**src/include/epp_pkg.sv**
```systemverilog
/*
 * Shared constants and types for the enhanced parallel port cycle
 * sequencer: watchdog timing, reset values and sequencer states.
 * Assumes a single 125 MHz core clock.
 */
`default_nettype none

package epp_pkg;

	// ------------------------------------------------------------------
	// Timing
	// ------------------------------------------------------------------
	localparam int unsigned CLK_PERIOD_NS = 8;     // Core clock period
	localparam int unsigned WD_TIME_NS    = 10000; // Watchdog limit, 10 us
	// Longest time: rounded down to whole cycles
	localparam int unsigned WD_CYCLES     = WD_TIME_NS / CLK_PERIOD_NS;
	localparam int unsigned WD_WIDTH      = 11;    // Holds WD_CYCLES

	// ------------------------------------------------------------------
	// Reset values
	// ------------------------------------------------------------------
	localparam logic [7:0] DATA_RST = 8'h00;       // Address/data latches
	localparam logic [3:0] NIB_RST  = 4'h0;        // Host nibble output

	// ------------------------------------------------------------------
	// Sequencer states
	// ------------------------------------------------------------------
	typedef enum logic [2:0] {
		ST_IDLE,    // No port cycle
		ST_ARM,     // Waiting for the peripheral to signal ready
		ST_SETUP,   // Data, direction and write select settle
		ST_STROBE,  // Strobe active, waiting for wait line high
		ST_SYNC,    // Ready sync to host
		ST_NIB_LO,  // Read data, low nibble
		ST_NIB_HI,  // Read data, high nibble
		ST_TAR      // Turnaround, host cycle ends
	} cyc_state_e;

endpackage

`default_nettype wire

```
**src/logic/epp_cycle_sequencer.sv**
```systemverilog
/*
 * Enhanced parallel port cycle sequencer: turns host port cycles into
 * strobe and wait handshakes, holds the host with wait syncs, and
 * aborts on a 10 us watchdog. Supports the 1.9 and 1.7 variants.
 * Assumes a host front end that presents one cycle request and takes
 * sync, nibble and turnaround indications back; pins are synchronous.
 */
`default_nettype none

module epp_cycle_sequencer (
	// Clock, reset, enable
	input  wire logic       ref_clk,
	input  wire logic       rst_n,
	input  wire logic       ce,
	// Mode
	input  wire logic       variant_17,
	input  wire logic       timeout_select,
	// Standard control bits and data
	input  wire logic       ctl_strobe,
	input  wire logic       ctl_autofd,
	input  wire logic       ctl_init,
	input  wire logic       ctl_slctin,
	input  wire logic       control_direction_bit,
	input  wire logic [7:0] spp_data,
	// Host cycle request
	input  wire logic       host_start,
	input  wire logic       host_write,
	input  wire logic       host_addr,
	input  wire logic [7:0] host_wdata,
	// Host cycle answer
	output logic            lad_sync_wait,
	output logic            lad_sync_ready,
	output logic            lad_nib_valid,
	output logic [3:0]      lad_nib,
	output logic            lad_tar,
	output logic [7:0]      host_rdata,
	// Status access
	input  wire logic       stat_wr,
	input  wire logic       stat_wdata0,
	input  wire logic       stat_rd_end,
	output logic            cycle_timeout_flag,
	// Port pins
	output logic [7:0]      port_data_bus_o,
	output logic            port_data_bus_oe,
	input  wire logic [7:0] port_data_bus_i,
	output logic            port_direction_bit,
	output logic            write_select_n,
	output logic            data_strobe_n,
	output logic            addr_strobe_out_n,
	output logic            peripheral_reset_n,
	input  wire logic       peripheral_wait_n,
	input  wire logic       peripheral_interrupt,
	output logic            irq_out
);

	// ------------------------------------------------------------------
	// Cycle state
	// ------------------------------------------------------------------
	epp_pkg::cyc_state_e state_q, state_d; // Sequencer state
	logic       write_q, write_d;          // Cycle is a host write
	logic       addr_q, addr_d;            // Cycle uses address strobe
	logic [7:0] wdata_q, wdata_d;          // Byte latched for the port
	logic [7:0] rdata_q, rdata_d;          // Byte captured from port
	logic       hold_q, hold_d;            // Pins held until wait low
	logic       flag_q, flag_d;            // Timeout flag
	logic       abort;                     // Watchdog abort this cycle
	logic       wd_run;                    // Watchdog counting
	logic       wd_expired;                // Watchdog limit passed

	// Watchdog runs from cycle start to wait release
	assign wd_run = (state_q == epp_pkg::ST_ARM) ||
		(state_q == epp_pkg::ST_SETUP) || (state_q == epp_pkg::ST_STROBE);

	epp_watchdog u_watchdog (
		.ref_clk (ref_clk),
		.rst_n   (rst_n),
		.ce      (ce),
		.run     (wd_run),
		.expired (wd_expired)
	);

	// Next state of the sequencer and its latches
	always_comb begin
		state_d = state_q;
		write_d = write_q;
		addr_d  = addr_q;
		wdata_d = wdata_q;
		rdata_d = rdata_q;
		hold_d  = hold_q;
		abort   = 1'b0;
		// Peripheral back at ready: cycle pins may change again
		if (!peripheral_wait_n && state_q != epp_pkg::ST_STROBE) begin
			hold_d = 1'b0;
		end
		case (state_q)
			epp_pkg::ST_IDLE: begin
				if (host_start) begin
					write_d = host_write;
					addr_d  = host_addr;
					wdata_d = host_write ? host_wdata : wdata_q;
					// 1.7 relies on software having set direction
					state_d = variant_17 ? epp_pkg::ST_SETUP
						: epp_pkg::ST_ARM;
				end
			end
			epp_pkg::ST_ARM: begin
				if (!peripheral_wait_n) begin
					state_d = epp_pkg::ST_SETUP;
				end else if (wd_expired) begin
					abort   = 1'b1;
					state_d = epp_pkg::ST_SYNC;
				end
			end
			epp_pkg::ST_SETUP: begin
				state_d = epp_pkg::ST_STROBE;
			end
			epp_pkg::ST_STROBE: begin
				if (peripheral_wait_n) begin
					// Peripheral done with setup or data valid
					if (!write_q) begin
						rdata_d = port_data_bus_i;
					end
					hold_d  = 1'b1;
					state_d = epp_pkg::ST_SYNC;
				end else if (wd_expired) begin
					abort   = 1'b1;
					state_d = epp_pkg::ST_SYNC;
				end
			end
			epp_pkg::ST_SYNC: begin
				state_d = write_q ? epp_pkg::ST_TAR
					: epp_pkg::ST_NIB_LO;
			end
			epp_pkg::ST_NIB_LO: begin
				state_d = epp_pkg::ST_NIB_HI;
			end
			epp_pkg::ST_NIB_HI: begin
				state_d = epp_pkg::ST_TAR;
			end
			epp_pkg::ST_TAR: begin
				state_d = epp_pkg::ST_IDLE;
			end
			default: begin
				state_d = epp_pkg::ST_IDLE;
			end
		endcase
		// Flag set wins over any clear in the same cycle
		if (abort) begin
			flag_d = 1'b1;
		end else if (!timeout_select && stat_wr && stat_wdata0) begin
			flag_d = 1'b0;
		end else if (timeout_select && stat_rd_end) begin
			flag_d = 1'b0;
		end else begin
			flag_d = flag_q;
		end
	end

	// Register the sequencer
	always_ff @(posedge ref_clk) begin
		if (!rst_n) begin
			state_q <= epp_pkg::ST_IDLE;
			write_q <= 1'b0;
			addr_q  <= 1'b0;
			wdata_q <= epp_pkg::DATA_RST;
			rdata_q <= epp_pkg::DATA_RST;
			hold_q  <= 1'b0;
			flag_q  <= 1'b0;
		end else if (ce) begin
			state_q <= state_d;
			write_q <= write_d;
			addr_q  <= addr_d;
			wdata_q <= wdata_d;
			rdata_q <= rdata_d;
			hold_q  <= hold_d;
			flag_q  <= flag_d;
		end
	end

	// ------------------------------------------------------------------
	// Pin and host outputs
	// ------------------------------------------------------------------
	logic       in_cyc;   // Cycle owns the port pins
	logic       wr_eff;   // Effective write direction
	logic       strobe_on;
	logic [7:0] pd_d;
	logic       oe_d, wsel_n_d, dstb_n_d, astb_n_d;
	logic       sw_d, sr_d, nv_d, tar_d;
	logic [3:0] nib_d;

	assign in_cyc = hold_q || (state_q inside {epp_pkg::ST_SETUP,
		epp_pkg::ST_STROBE, epp_pkg::ST_SYNC, epp_pkg::ST_NIB_LO,
		epp_pkg::ST_NIB_HI, epp_pkg::ST_TAR});
	assign strobe_on = (state_q == epp_pkg::ST_STROBE);

	// Next pin levels and host indications
	always_comb begin
		// 1.7 direction comes from the control bit, 1.9 from the cycle
		wr_eff = variant_17 ? !control_direction_bit : write_q;
		if (in_cyc) begin
			// Strobe bit forces write direction and write select
			oe_d     = wr_eff || ctl_strobe;
			wsel_n_d = !(wr_eff || ctl_strobe);
			dstb_n_d = !(strobe_on && !addr_q);
			astb_n_d = !(strobe_on && addr_q);
			pd_d     = wdata_q;
		end else begin
			// Standard port behaviour between cycles
			oe_d     = !control_direction_bit;
			wsel_n_d = !ctl_strobe;
			dstb_n_d = !ctl_autofd;
			astb_n_d = !ctl_slctin;
			pd_d     = spp_data;
		end
		// Host answer follows the next state
		sw_d  = state_d inside {epp_pkg::ST_ARM, epp_pkg::ST_SETUP,
			epp_pkg::ST_STROBE};
		sr_d  = (state_d == epp_pkg::ST_SYNC);
		nv_d  = (state_d == epp_pkg::ST_NIB_LO) ||
			(state_d == epp_pkg::ST_NIB_HI);
		nib_d = (state_d == epp_pkg::ST_NIB_HI) ? rdata_d[7:4]
			: (nv_d ? rdata_d[3:0] : epp_pkg::NIB_RST);
		tar_d = (state_d == epp_pkg::ST_TAR);
	end

	// Register the port pins, irq_out and the host sync, nibble and turnaround outputs
	always_ff @(posedge ref_clk) begin
		if (!rst_n) begin
			port_data_bus_o    <= epp_pkg::DATA_RST;
			port_data_bus_oe   <= 1'b1;
			write_select_n     <= 1'b1;
			data_strobe_n      <= 1'b1;
			addr_strobe_out_n  <= 1'b1;
			peripheral_reset_n <= 1'b0;
			irq_out            <= 1'b0;
			lad_sync_wait      <= 1'b0;
			lad_sync_ready     <= 1'b0;
			lad_nib_valid      <= 1'b0;
			lad_nib            <= epp_pkg::NIB_RST;
			lad_tar            <= 1'b0;
		end else if (ce) begin
			port_data_bus_o    <= pd_d;
			port_data_bus_oe   <= oe_d;
			write_select_n     <= wsel_n_d;
			data_strobe_n      <= dstb_n_d;
			addr_strobe_out_n  <= astb_n_d;
			peripheral_reset_n <= ctl_init;
			irq_out            <= peripheral_interrupt;
			lad_sync_wait      <= sw_d;
			lad_sync_ready     <= sr_d;
			lad_nib_valid      <= nv_d;
			lad_nib            <= nib_d;
			lad_tar            <= tar_d;
		end
	end

	assign port_direction_bit = !port_data_bus_oe;
	assign cycle_timeout_flag = flag_q;
	assign host_rdata         = rdata_q;
endmodule

`default_nettype wire

```
**src/logic/epp_watchdog.sv**
```systemverilog
/*
 * Cycle watchdog: counts core cycles while a port cycle runs and
 * raises expiry once the limit has passed and holds it while run stays high.
 * Assumes run drops between cycles so that the count restarts.
 */
`default_nettype none

module epp_watchdog #(
	parameter int unsigned LIMIT = epp_pkg::WD_CYCLES,
	parameter int unsigned WIDTH = epp_pkg::WD_WIDTH
) (
	// Clock and reset
	input  wire logic ref_clk,
	input  wire logic rst_n,
	input  wire logic ce,
	// Control and result
	input  wire logic run,
	output logic      expired
);

	// ------------------------------------------------------------------
	// Counter
	// ------------------------------------------------------------------
	localparam logic [WIDTH-1:0] LIM = WIDTH'(LIMIT);

	logic [WIDTH-1:0] cnt_q; // Cycles spent in the current cycle
	logic [WIDTH-1:0] cnt_d;

	// Next count: clear when idle, saturate at the limit
	always_comb begin
		if (!run) begin
			cnt_d = '0;
		end else if (cnt_q == LIM) begin
			cnt_d = cnt_q;
		end else begin
			cnt_d = cnt_q + WIDTH'(1);
		end
	end

	// Register the count
	always_ff @(posedge ref_clk) begin
		if (!rst_n) begin
			cnt_q <= '0;
		end else if (ce) begin
			cnt_q <= cnt_d;
		end
	end

	// Expiry while the limit is reached and the cycle still runs
	assign expired = run && (cnt_q == LIM);
endmodule

`default_nettype wire

```
**config.mk**
```make
export PLATFORM = sky130hd
export DESIGN_NAME = epp_cycle_sequencer
export DESIGN_NICKNAME = d
export VERILOG_FILES = /design/src/include/epp_pkg.sv /design/src/logic/epp_cycle_sequencer.sv /design/src/logic/epp_watchdog.sv
export SDC_FILE = /design/constraint.sdc
export NUM_CORES = 1
export LEC_CHECK = 0
export ABC_AREA = 1
export BUFFER_PORTS_ARGS = -buffer_cell sky130_fd_sc_hd__buf_4
export CORE_MARGIN = 2
export CORE_UTILIZATION = 35
export DETAILED_ROUTE_END_ITERATION = 16
export PLACE_DENSITY_LB_ADDON = 0.25
export SLEW_MARGIN = 20
export SYNTH_ARGS = -nofsm -noshare
export SYNTH_HDL_FRONTEND = slang
export SYNTH_SLANG_ARGS = --single-unit
```
**constraint.sdc**
```tcl
create_clock -name ref_clk -period 5.1 [get_ports ref_clk]
set_clock_uncertainty 0.1 [all_clocks]
set_input_delay 1.02 -clock ref_clk [delete_from_list [all_inputs] [get_ports ref_clk]]
set_output_delay 1.02 -clock ref_clk [all_outputs]
set_load 0.02 [all_outputs]
```
==> results.sh, run 1 <==
export IMPL_drtAntennaViolNets=0
export IMPL_avgSynthCellArea_um2=7.30
export IMPL_ys_warn_count=0
export IMPL_yosysSeqAreaShare=0.410
export IMPL_synth_top_area_frac=0.410
export IMPL_worstPathMaxFanout=32
export IMPL_required_ns=5.26
export IMPL_synth_cell_types=32
export IMPL_cts_tree="done"
export IMPL_critPathArrivalTime_ns=2.83
export IMPL_worst_pin_slew_ns=0.822
export IMPL_hold_path_depth=2
export IMPL_slew_viol_final=0
export IMPL_holdWs_ns=0.376
export IMPL_hold_path_startpoint="lad_tar$_SDFFE_PN0P_"
export IMPL_start_util=0.358
export IMPL_fin_util=0.452
export IMPL_hp_class="reg2reg"
export IMPL_io_pin_count=74
export IMPL_synth_seq_cells=56
export IMPL_slew_headroom=0.447
export IMPL_setup_tns_ns=0
export IMPL_holdPathEnd="lad_tar$_SDFFE_PN0P_"
export IMPL_nNetsFinal=486
export IMPL_power_leakage_nw=1.66
export IMPL_async_reset_ff_frac=0
export IMPL_cp_start_kind="input pin"
export IMPL_place_congestion=0.801
export IMPL_layout_drive_gt1_share=0.251
export IMPL_cp_cell_sequence="buf_4 -> clkinv_1 -> a21oi_1 -> inv_1 -> a21oi_1 -> o21a_1"
export IMPL_grt_pass1_wl_um=11000
export IMPL_rrSetupSlack_ns=2.75
export IMPL_min_period_over_period=0.524
export IMPL_synth_area_top_cells="dfxtp_1 (41%), nand2_1 (10%), inv_1 (6.6%)"
export IMPL_grt_pass1_vias=2474
export IMPL_cts_resized_gates=0
export IMPL_synthToLayoutAreaGrowth_pct=26.2
export IMPL_grt_max_degree=56
export IMPL_worstSkewPairLatency_ns=0.31
export IMPL_worstReg2RegEnd="port_data_bus_o[5]$_SDFFE_PN0P_"
export IMPL_fmax_ghz=0.374
export IMPL_p_per_area_nw_per_um2=262
export IMPL_portBuffers=73
export IMPL_drcViolationCount=0
export IMPL_setup_viol=0
export IMPL_die_width_um=92.4
export IMPL_synth_edf_count=0
export IMPL_final_area_um2=3450
export IMPL_netlist_instances=375
export IMPL_post_drt_wl_per_cell_um=12.1
export IMPL_cts_path_max_buffers=2
export IMPL_crit_type="in2reg"
export IMPL_synth_top_flop_cell="dfxtp_1"
export IMPL_cts_htree_levels=2
export IMPL_drt_pass1_iter_count=4
export IMPL_status="complete, no violations"
export IMPL_synth_area_leader_cell="dfxtp_1"
export IMPL_cp_common_cell="a21oi_1"
export IMPL_max_stage_delay_ns=0.55
export IMPL_drt_iter0_drc=92
export IMPL_die_h_um=92.4
export IMPL_cts_root_buf="clkbuf_8"
export IMPL_hold_buffers=0
export IMPL_r2r_start="state_q[2]$_SDFFE_PN0P_"
export IMPL_worstSetupEndpointType="flop"
export IMPL_antenna_found_initial=0
export IMPL_track_usage=0.159
export IMPL_grt_overflow=0
export IMPL_worst_path_max_delay_cell="clkinv_1"
export IMPL_cts_setup_buffers=0
export IMPL_finalWirelength_um=6570
export IMPL_period_needed_ns=2.67
export IMPL_hold_viol_final=0
export IMPL_maxCapViolCount=0
export IMPL_place_area_um2=3360
export IMPL_cts_clk_slew_worst_paths_ns=0.09
export IMPL_rsz0062_at_grt="no"
export IMPL_die_area_um2=8540
export IMPL_cts_buffers=5
export IMPL_clock_sinks=56
export IMPL_num_rows=32
export IMPL_n_antenna_cell=0
export IMPL_dpl_hpwl_um=4920
export IMPL_vias=2567
export IMPL_netlist_area_um2=2740
export IMPL_core_area_um2=7650
export IMPL_reg2reg_depth=8
export IMPL_irDropWorstVdd_mv=0.116
export IMPL_routed_via_density=4.71
export IMPL_synth_fp_nets=419
==> logic make-up (layout without fill, tap and decap cells) <==
group / Yosys count / in the layout / synth area share
AOI/OAI and AO/OA: 83 / 83 / 0.192
adders and majority gates: 2 / 2 / 0.00914
DFF: 56 / 56 / 0.410
xor gates and xnor gates: 1 / 1 / 0.00320
and+or+nand+nor: 159 / 159 / 0.265
muxes: 8 / 8 / 0.0293
buffers and inverters: 66 / 134 / 0.0914
==> per-layer routing <==
metal,track usage,vias to the layer above,share of wire
li1,-,1354,-
met1,0.208,1155,0.47
met2,0.255,56,0.47
met3,0.0472,2,0.057
met4,0.0410,0,0.0046
met5,0,-,0
==> worst max-delay path, delay by kind of cell <==
family / cells / cell delay (ns)
compound gates: 3 / 0.80
buf+inv: 3 / 1.00
==> worst max-delay path by stage <==
stage / to / startpoint / depth (start not counted) / slack [ns]
after floorplan: cycle_timeout_flag$_SDFFE_PN0P_ / ce / 6 / 3.05
after global placement: u_watchdog.cnt_q[10]$_SDFFE_PN0P_ / rst_n / 6 / 2.15
after detailed placement: u_watchdog.cnt_q[4]$_SDFFE_PN0P_ / rst_n / 5 / 2.13
after CTS: u_watchdog.cnt_q[4]$_SDFFE_PN0P_ / rst_n / 5 / 2.45
after global routing: u_watchdog.cnt_q[10]$_SDFFE_PN0P_ / rst_n / 6 / 2.22
final: u_watchdog.cnt_q[10]$_SDFFE_PN0P_ / rst_n / 6 / 2.43
==> cells in the mapped netlist, drive strengths merged (4+ instances only) <==
cell type and n:
o211ai 19, clkbuf 10, dfxtp 56, o21bai 4
mux2i 8, o21ai 27, nand3 18, inv 51
nor2 49, nand2 85, a21oi 25
==> area by class of cell <==
type	instances	area (µm²)
clock buffer	6	82.6
clock inverter	2	10.0
fill	812	4190
inverter	53	199
multi-input combinational	253	1370
sequential	56	1120
tap	102	128
timing repair buffer	73	548
==> stage by stage <==
| step | std cells | setup WS [ns] | power (mW) |
|---|---|---|---|
| global route | 545 | 2.22 | 0.962 |
| floorplan | 375 | 3.05 | 0.597 |
| finish | 545 | 2.43 | 0.905 |
| detailed placement | 537 | 2.13 | 0.668 |
| global placement | 537 | 2.15 | 0.667 |
| CTS | 545 | 2.45 | 0.919 |
==> sequential cells by signal, summed over array words and instances (netlist names), 3 cells and up <==
signal	cells
state_q	3
port_data_bus_o	8
wdata_q	8
u_watchdog.cnt_q	11
lad_nib	4
host_rdata	8
==> layout by cell type, fill, tap and decap left out, types with 3 or more instances in the layout <==
master     n
dfxtp_1   56
nand2_2    6
clkbuf_8   6
a21oi_2    5
nor2_1    44
o21ai_0   26
buf_4     73
o21bai_2   4
o211ai_1  19
nand2_4    4
nor2_4     4
nand3_1   16
mux2i_1    8
inv_1     48
nand4_1    3
a211oi_1   3
a21oi_1   20
inv_2      3
nand2_1   75
==> power by group <==
| part | leakage (nW) | switching (mW) | internal [mW] |
|---|---|---|---|
| registers | 0.459 | 0.0157 | 0.459 |
| clock network | 0.0510 | 0.140 | 0.109 |
| logic | 1.15 | 0.107 | 0.0749 |
(Power assumes the default switching activity.)
==> inputs of run 2 (changes only) <==
Clock period 5.1 ns to 2.4 ns, I/O delays scaled along.
==> run 2 against run 1 <==
Via count up 0.82%; global-route usage up 0.35 points; die area unchanged; register-to-register slack worse by 2.2 ns; critical endpoint unchanged; critical path depth grew 7; non-clock buffer count grew 6; wire length increased by 3.0%; hold slack worse by 0.081 ns; highest routed layer unchanged; combinational power grew 120%; sequential power grew 110%.
==> results.sh, run 2 (synthesis results as in run 1) <==
export IMPL_place_congestion=0.792
export IMPL_cts_path_max_buffers=2
export IMPL_status="complete, no violations"
export IMPL_drt_iter0_drc=93
export IMPL_final_common_cell="buf_4"
export IMPL_vias=2588
export IMPL_cts_buffers=5
export IMPL_p_per_area_nw_per_um2=555
export IMPL_track_usage=0.162
export IMPL_routed_via_density=4.70
export IMPL_irDropWorstVdd_mv=0.280
export IMPL_synthToLayoutAreaGrowth_pct=27.8
export IMPL_clock_sinks=56
export IMPL_post_drt_wl_per_cell_um=12.3
export IMPL_rsz0062_at_grt="no"
export IMPL_fmax_ghz=0.537
export IMPL_portBuffers=73
export IMPL_reg2reg_depth=13
export IMPL_crit_type="reg2reg"
export IMPL_cts_clk_slew_worst_paths_ns=0.11
export IMPL_core_area_um2=7650
export IMPL_cts_tree="done"
export IMPL_drtAntennaViolNets=0
export IMPL_worstSkewPairLatency_ns=0.32
export IMPL_layout_drive_gt1_share=0.261
export IMPL_total_power_mw=1.94
export IMPL_worst_pin_slew_ns=0.399
export IMPL_cts_root_buf="clkbuf_8"
export IMPL_num_fill_cells=807
export IMPL_die_h_um=92.4
export IMPL_cts_htree_levels=2
export IMPL_layout_common_cells="buf_4 (79), nand2_1 (75), dfxtp_1 (56)"
export IMPL_hold_viol_final=0
export IMPL_place_area_um2=3410
export IMPL_regMostFlops="u_watchdog.cnt_q"
export IMPL_finalWirelength_um=6770
export IMPL_start_util=0.358
export IMPL_cts_resized_gates=0
export IMPL_nNetsFinal=492
export IMPL_stdcell_count=551
export IMPL_power_leakage_nw=1.69
export IMPL_hp_class="in2reg"
export IMPL_slew_headroom=0.733
export IMPL_critPathLaunch="u_watchdog.cnt_q[0]$_SDFFE_PN0P_"
export IMPL_cp_start_kind="flop"
export IMPL_cts_setup_buffers=0
export IMPL_hold_path_depth=3
export IMPL_setup_viol=0
export IMPL_final_area_um2=3500
export IMPL_maxCapViolCount=0
export IMPL_hold_buffers=0
export IMPL_num_rows=32
export IMPL_critPathArrivalTime_ns=1.98
export IMPL_n_antenna_cell=0
export IMPL_r2r_start="u_watchdog.cnt_q[0]$_SDFFE_PN0P_"
export IMPL_required_ns=2.51
export IMPL_grt_max_degree=33
export IMPL_dpl_hpwl_um=5110
export IMPL_hold_path_startpoint="ctl_init"
export IMPL_grt_pass1_vias=2420
export IMPL_antenna_found_initial=0
export IMPL_period_needed_ns=1.86
export IMPL_worstPathMaxFanout=7
export IMPL_drcViolationCount=0
export IMPL_io_pin_count=74
export IMPL_grt_overflow=0
export IMPL_dp_cells=543
export IMPL_setup_tns_ns=0
export IMPL_min_period_over_period=0.776
export IMPL_die_width_um=92.4
export IMPL_slew_viol_final=0
export IMPL_fin_util=0.457
export IMPL_die_area_um2=8540
export IMPL_largest_register_ffs=11
export IMPL_grt_pass1_wl_um=11200
export IMPL_worstSetupEndpointType="flop"
export IMPL_drt_pass1_iter_count=4
## run 2: final timing paths
path | end | slack (ns)
min | peripheral_reset_n$_SDFFE_PN0P_ | 0.30
min reg2reg | lad_sync_ready$_SDFFE_PN0P_ | 0.38
max reg2reg | u_watchdog.cnt_q[10]$_SDFFE_PN0P_ | 0.54
max | u_watchdog.cnt_q[10]$_SDFFE_PN0P_ | 0.54
## run 2: cell type report
cell class | count | area, µm² | share of cell area
inverter | 53 | 199 | 0.0569
clock inverter | 3 | 22.5 | 0.00644
clock buffer | 5 | 68.8 | 0.0197
sequential | 56 | 1120 | 0.321
multi-input combinational | 253 | 1370 | 0.390
tap | 102 | 128 | 0.0365
timing repair buffer | 79 | 593 | 0.170
## run 2: critical path, cell delays in order, from the launching register on
cell and delay (ns):
dfxtp_1 0.36, inv_1 0.08, ha_1 0.20, nand2_1 0.06
inv_1 0.03, nand2_1 0.07, nor2_1 0.06, nand2_2 0.09
nand2_4 0.08, nor2_1 0.18, nand2_1 0.12, nor3_2 0.16
a21oi_1 0.09, o21a_1 0.10
## run 2: routing by layer
| metal | track usage | up-vias | part of all wire |
|---|---|---|---|
| met5 | 0 | - | 0 |
| met4 | 0.0336 | 0 | 0.0077 |
| met3 | 0.0488 | 4 | 0.065 |
| met2 | 0.261 | 65 | 0.44 |
| met1 | 0.215 | 1159 | 0.49 |
| li1 | - | 1360 | - |
## run 2: through the flow
stage / worst slack [ns] / hold WS, ns
floorplan: 0.717 / 0.344
global placement: 0.567 / 0.361
detailed placement: 0.555 / 0.364
CTS: 0.524 / 0.286
global route: 0.318 / 0.312
finish: 0.538 / 0.296
## run 2: power by group
part / leakage (nW) / internal (mW) / switching, mW
combinational: 1.18 / 0.167 / 0.232
sequential: 0.459 / 0.975 / 0.0342
clock: 0.0485 / 0.210 / 0.321
total: 1.69 / 1.35 / 0.587
